File: src/hdl/cbl_pkg.sv
package cbl_pkg;

  // ==========================================================================
  // Opcode fields.
  localparam logic [3:0] CBL_PREFIX_BRANCH = 4'hE;
  localparam logic [3:0] CBL_SEL_ZERO = 4'h0;
  localparam logic [3:0] CBL_SEL_NOT_ZERO = 4'h1;
  localparam logic [3:0] CBL_SEL_CARRY = 4'h2;
  localparam logic [3:0] CBL_SEL_NO_CARRY = 4'h3;
  localparam logic [3:0] CBL_SEL_OVERFLOW = 4'h4;
  localparam logic [3:0] CBL_SEL_NO_OVERFLOW = 4'h5;
  localparam logic [3:0] CBL_SEL_NEGATIVE = 4'h6;
  localparam logic [3:0] CBL_SEL_NOT_NEGATIVE = 4'h7;
  localparam logic [7:0] CBL_OP_AND_LITERAL = 8'h0B;
  localparam logic [5:0] CBL_OP_AND_FILE = 6'h05;
  localparam logic [3:0] CBL_OP_CLEAR_BIT = 4'h9;

  // ==========================================================================
  // Status flag positions and reset values.
  localparam int CBL_FLAG_C = 0;
  localparam int CBL_FLAG_Z = 2;
  localparam int CBL_FLAG_OV = 3;
  localparam int CBL_FLAG_N = 4;
  localparam int CBL_PC_W = 21;
  localparam logic [20:0] CBL_PC_RESET = 21'h000000;
  localparam logic [20:0] CBL_PC_STEP = 21'h000002;
  localparam logic [7:0] CBL_BYTE_ZERO = 8'h00;

  typedef enum logic [1:0] {CBL_KIND_NONE, CBL_KIND_BRANCH, CBL_KIND_LOGIC} cbl_kind_e;

endpackage : cbl_pkg

File: src/hdl/cbl_dec_if.sv
`timescale 1ns/1ps
interface cbl_dec_if;
  import cbl_pkg::*;
  logic is_branch;
  logic take;
  logic is_and_lit;
  logic is_and_file;
  logic is_clr_bit;
  modport dec (output is_branch, output take, output is_and_lit, output is_and_file, output is_clr_bit);
  modport core (input is_branch, input take, input is_and_lit, input is_and_file, input is_clr_bit);
endinterface : cbl_dec_if

File: src/hdl/cbl_decode.sv
`timescale 1ns/1ps
module cbl_decode (
  // Instruction and flags.
  input wire logic [15:0] instr,
  input wire logic [7:0] status,
  // Decoded controls.
  cbl_dec_if.dec dec
);
  import cbl_pkg::*;

  // ==========================================================================
  // Branch condition select; low bit of the selector inverts the tested flag.
  wire logic prefix_ok = (instr[15:12] == CBL_PREFIX_BRANCH) && (instr[11] == 1'b0);
  wire logic [1:0] flag_pick = instr[10:9];
  wire logic flag_val = (flag_pick == 2'b00) ? status[CBL_FLAG_Z] :
                        (flag_pick == 2'b01) ? status[CBL_FLAG_C] :
                        (flag_pick == 2'b10) ? status[CBL_FLAG_OV] : status[CBL_FLAG_N];
  assign dec.is_branch = prefix_ok;
  assign dec.take = prefix_ok && (flag_val ^ instr[8]);
  assign dec.is_and_lit = (instr[15:8] == CBL_OP_AND_LITERAL);
  assign dec.is_and_file = (instr[15:10] == CBL_OP_AND_FILE);
  assign dec.is_clr_bit = (instr[15:12] == CBL_OP_CLEAR_BIT);
endmodule : cbl_decode

File: src/hdl/cbl_exec.sv
`timescale 1ns/1ps
// What this block does
// - Carry branch (E2) is taken only when carry is one.
// - No-carry branch (E3) is taken only when carry is zero.
// - Negative branch (E6) is taken only when negative is one.
// - No-overflow branch (E5) is taken only when overflow is zero.
// - Taken branch: PC plus two plus twice signed offset, two cycles; else one.
module cbl_exec (
  // Clock and reset.
  input wire logic core_clk,
  input wire logic rst_n,
  // Instruction issue.
  input wire logic instr_valid,
  input wire logic [15:0] instr,
  input wire logic [7:0] status_in,
  input wire logic [7:0] work_in,
  input wire logic [7:0] file_in,
  // Results.
  output logic [cbl_pkg::CBL_PC_W-1:0] pc_q,
  output logic flush_q,
  output logic busy_q,
  output logic [7:0] work_q,
  output logic [7:0] file_out_q,
  output logic file_we_q,
  output logic [7:0] status_q
);
  import cbl_pkg::*;

  cbl_dec_if dif ();

  // ==========================================================================
  // Decoder.
  cbl_decode u_dec (
    .instr(instr),
    .status(status_in),
    .dec(dif.dec)
  );

  // ==========================================================================
  // Execute datapath.
  wire logic issue = instr_valid && !busy_q;
  wire logic [CBL_PC_W-1:0] pc_inc = pc_q + CBL_PC_STEP;
  wire logic [CBL_PC_W-1:0] offs2 = {{(CBL_PC_W-9){instr[7]}}, instr[7:0], 1'b0};
  wire logic [CBL_PC_W-1:0] pc_target = pc_inc + offs2;
  wire logic [7:0] and_src = dif.is_and_lit ? instr[7:0] : file_in;
  wire logic [7:0] and_res = work_in & and_src;
  wire logic [7:0] bit_mask = ~(8'h01 << instr[11:9]);
  wire logic [7:0] clr_res = file_in & bit_mask;
  wire logic logic_op = dif.is_and_lit || dif.is_and_file;
  wire logic to_work = dif.is_and_lit || (dif.is_and_file && !instr[9]);
  wire logic to_file = (dif.is_and_file && instr[9]) || dif.is_clr_bit;
  wire logic [7:0] file_res = dif.is_clr_bit ? clr_res : and_res;
  wire logic [7:0] status_new = {status_in[7:5], and_res[7], status_in[3], (and_res == CBL_BYTE_ZERO),
                                 status_in[1:0]};

  // Program counter and taken-branch bubble; the bubble cycle executes nothing.
  always_ff @(posedge core_clk or negedge rst_n) begin
    if (!rst_n) begin
      pc_q <= CBL_PC_RESET;
      busy_q <= 1'b0;
      flush_q <= 1'b0;
    end else begin
      pc_q <= (issue && dif.take) ? pc_target : (issue ? pc_inc : pc_q);
      busy_q <= issue && dif.take;
      flush_q <= issue && dif.take;
    end
  end

  // Logic results; flags change only for the AND forms.
  always_ff @(posedge core_clk or negedge rst_n) begin
    if (!rst_n) begin
      work_q <= CBL_BYTE_ZERO;
      file_out_q <= CBL_BYTE_ZERO;
      file_we_q <= 1'b0;
      status_q <= CBL_BYTE_ZERO;
    end else begin
      work_q <= (issue && to_work) ? and_res : work_in;
      file_out_q <= file_res;
      file_we_q <= issue && to_file;
      status_q <= (issue && logic_op) ? status_new : status_in;
    end
  end
endmodule : cbl_exec

File: config.mk
export PLATFORM = sky130hd
export DESIGN_NAME = cbl_exec
export DESIGN_NICKNAME = d
export VERILOG_FILES = /design/src/hdl/cbl_pkg.sv /design/src/hdl/cbl_dec_if.sv /design/src/hdl/cbl_decode.sv /design/src/hdl/cbl_exec.sv
export SDC_FILE = /design/constraint.sdc
export NUM_CORES = 1
export LEC_CHECK = 0
export BUFFER_PORTS_ARGS = -buffer_cell sky130_fd_sc_hd__buf_2
export CAP_MARGIN = 25
export CORE_UTILIZATION = 58
export CTS_CLUSTER_SIZE = 20
export DETAILED_ROUTE_END_ITERATION = 16
export GPL_TIMING_DRIVEN = 0
export PLACE_DENSITY_LB_ADDON = 0.15
export SYNTH_ARGS = -nofsm -noshare
export SYNTH_HDL_FRONTEND = slang
export SYNTH_HIERARCHICAL = 1
export SYNTH_SLANG_ARGS = --single-unit
File: constraint.sdc
create_clock -name core_clk -period 9.1 [get_ports core_clk]
set_clock_uncertainty 0.15 [all_clocks]
set_input_delay 1.82 -clock core_clk [delete_from_list [all_inputs] [get_ports core_clk]]
set_output_delay 1.82 -clock core_clk [all_outputs]
set_load 0.02 [all_outputs]
==> flow_metrics.env <==
export IMPL_placedCellCount=560
export IMPL_clk_path_buf_depth=2
export IMPL_r2r_cells=14
export IMPL_gp_congestion=0.877
export IMPL_via_per_inst=6.11
export IMPL_holdWs_ns=0.316
export IMPL_reg2reg_from="pc_q[8]$_DFFE_PN0P_"
export IMPL_layout_drive_gt1_share_pct=24.1
export IMPL_final_cell_count_no_fill=569
export IMPL_fp_row_count=27
export IMPL_required_ns=9.15
export IMPL_grt_max_degree=47
export IMPL_finalSetupViolCount=0
export IMPL_grtUsageMet1_pct=40.5
export IMPL_syn_inst=399
export IMPL_synthXorXnorAreaFrac_pct=7.56
export IMPL_grt_setup_unrepaired="no"
export IMPL_io_buffers=89
export IMPL_fillerInstances=446
export IMPL_hold_depth=1
export IMPL_firstDrtPassIters=5
export IMPL_r2r_slack_ns=5.05
export IMPL_min_period_ns=4.43
export IMPL_syn_nets=467
export IMPL_critPathMaxStageDelay_ns=0.48
export IMPL_worstSetupPathType="input port to flop"
export IMPL_cts_max_level=2
export IMPL_dp_hpwl_mm=7.06
export IMPL_status="completed"
export IMPL_synthMuxAreaShare_pct=4.75
export IMPL_wl_mm=9.50
export IMPL_num_antenna_cells=0
export IMPL_cp_max_fo=19
export IMPL_ys_flop_type="dfrtp_1"
export IMPL_yosys_area_share_simple_pct=20.7
export IMPL_synth_edff_count=0
export IMPL_drv_slew=0
export IMPL_area_growth_pct=19.1
export IMPL_p_total_uw=709
export IMPL_cts_sinks=46
export IMPL_synthArstFlopShare_pct=100
export IMPL_post_route_period_util_pct=48.6
export IMPL_max_slew_worst_pin_slew_ns=0.781
export IMPL_post_cts_resized=0
export IMPL_drv_cap=0
export IMPL_synth_area_per_cell_um2=8.71
export IMPL_cts_root_buf="clkbuf_8"
export IMPL_grt_pass1_wl_mm=15.2
export IMPL_die_area_um2=6310
export IMPL_globalRouteOverflowTotal=0
export IMPL_route_detailed_drc=0
export IMPL_worstHoldEndpoint="pc_q[20]$_DFFE_PN0P_"
export IMPL_synth_top_family_by_area="compound AO/OA/AOI/OAI gates"
export IMPL_nets=564
export IMPL_ctsHoldBuffers=0
export IMPL_worstSetupStartpointType="input port"
export IMPL_cts_setup_buffers=0
export IMPL_cellPowerDensity_nw_per_um2=171
export IMPL_avgRoutedWirePerCell_um=16.7
export IMPL_drtIter0Drc=254
export IMPL_met2_usage_pct=52.4
export IMPL_synth_compound_area_share_pct=20.8
export IMPL_antenna_found_initial=0
export IMPL_cts_tree="built"
export IMPL_die_h_um=79.4
export IMPL_synth_top_area_share_pct=33.1
export IMPL_io_pins=91
export IMPL_setup_ws_ns=4.67
export IMPL_antenna_left=0
export IMPL_grtUsageTotal_pct=31.3
export IMPL_cts_buffers=5
export IMPL_synth_area_leader_cell="dfrtp_1"
export IMPL_die_x_um=79.4
export IMPL_hp_start="pc_q[20]$_DFFE_PN0P_"
export IMPL_clk_pin_slew_ns=0.08
export IMPL_via_count=3478
export IMPL_ys_ff_latch=46
export IMPL_netlist_area_um2=3480
export IMPL_ys_top_cells_by_count="nand2_1 (51), dfrtp_1 (46), a21oi_1 (30), o21ai_0 (25), ha_1 (24)"
export IMPL_core_area_um2=5640
export IMPL_r2r_end="pc_q[20]$_DFFE_PN0P_"
export IMPL_yosysWarnings=6
export IMPL_worstHoldPathType="flop to flop"
export IMPL_grt_busiest_layer="met2"
export IMPL_leakage_uw=0.00191
export IMPL_critPathSlowestCell="o311ai_0"
export IMPL_ys_seq_area_share_pct=33.1
export IMPL_worstPathCellList="buf_2 > ha_1 > and4_1 > o21a_1 > a21oi_1 > o21bai_1 > o311ai_0 > mux2_2 > o21ai_0"
export IMPL_grt_pass1_vias=3292
export IMPL_ir_drop_v=0.000112
export IMPL_max_slew_margin_pct=47.5
export IMPL_ys_types=55
export IMPL_end_kind="flop"
export IMPL_synth_most_common_cell="nand2_1"
export IMPL_fmax_mhz=226
export IMPL_grtUsageMet3_pct=4.91
export IMPL_worstPathArrival_ns=4.48
export IMPL_yosys_top_cells_area="dfrtp_1 (33%), ha_1 (8.6%), nand2_1 (5.5%)"
export IMPL_insertion_delay_ns=0.31
export IMPL_synthAdderAreaFrac_pct=9.21
export IMPL_tns_ns=0
export IMPL_finalHoldViolCount=0
export IMPL_start_util_pct=61.6
export IMPL_dp_slack_ns=4.44
state kept, by name (all words and copies together), names as in the netlist:
name / flops
busy_q: 1
file_out_q: 8
file_we_q: 1
pc_q: 20
status_q: 8
work_q: 8
cell families after synthesis:
group                    count (synthesis)
AND/OR/NAND/NOR                        141
AO/OA/AOI/OAI                          114
multiplexers                            14
adder cells (fa/ha/maj)                 25
XOR/XNOR                                30
buffers and inverters                   28
other                                    1
flip-flops                              46
worst max-delay path by stage:
stage | endpoint | from | cells after the start | slack [ns]
after floorplan | pc_q[20]$_DFFE_PN0P_ | instr[9] | 10 | 4.96
after global placement | pc_q[20]$_DFFE_PN0P_ | instr[9] | 11 | 4.52
after detailed placement | pc_q[19]$_DFFE_PN0P_ | instr[0] | 10 | 4.44
after CTS | pc_q[19]$_DFFE_PN0P_ | instr[0] | 10 | 4.73
after global routing | pc_q[18]$_DFFE_PN0P_ | instr[1] | 9 | 4.53
final | pc_q[18]$_DFFE_PN0P_ | instr[7] | 9 | 4.67
layout by cell type (no fill, tap or decap), drive strengths merged, types with 6 or more instances in the layout:
| cell | count |
|---|---|
| buf | 95 |
| nand2 | 51 |
| dfrtp | 46 |
| a21oi | 30 |
| o21ai | 26 |
| ha | 24 |
| nand3 | 20 |
| nor2 | 19 |
| xnor2 | 18 |
| clkbuf | 16 |
| xor2 | 12 |
| inv | 11 |
| mux2 | 10 |
| o21bai | 9 |
| nor3 | 9 |
| o21a | 7 |
| o22ai | 7 |
| nand4 | 7 |
| a211oi | 6 |
| or3 | 6 |
| and3 | 6 |
| o211ai | 6 |
through the flow:
| stage | util (%) | area [um2] |
|---|---|---|
| floorplan | - | 3480 |
| global placement | 71.1 | 4010 |
| detailed placement | 71.1 | 4010 |
| CTS | 73.1 | 4120 |
| global route | 73.4 | 4140 |
| finish | 73.4 | 4140 |
report_power, final:
| part | switching [uW] | leakage, uW | internal [uW] | total [uW] |
|---|---|---|---|---|
| registers | 23.5 | 0.000542 | 226 | 249 |
| logic | 180 | 0.00131 | 123 | 304 |
| clock network | 73.5 | 0.0000514 | 82.1 | 156 |
| total | 277 | 0.00191 | 431 | 709 |
area by class of cell:
class	instances	area, um2	share of cell area, %
clock buffers	6	72.6	1.75
clock inverters	2	37.5	0.906
plain buffers	15	80.1	1.93
multi-input cells	325	2200	53.0
well taps	72	90.1	2.17
flip-flops and latches	46	1150	27.8
repair buffers	90	465	11.2
inverters	13	48.8	1.18
metal layers:
layer / routed length (um) / vias up
met1: 3990 / 1649
met5: 0 / -
met4: 197 / 0
met2: 4600 / 157
li1: - / 1651
met3: 708 / 21
critical path: cells and delay by family:
kind / cells / cell delay, ns
simple gates: 1 / 0.22
buf+inv: 1 / 0.36
compound gates: 5 / 1.32
mux: 1 / 0.39
fa+ha+maj: 1 / 0.35
No activity file was read; power rests on OpenSTA's default activity.
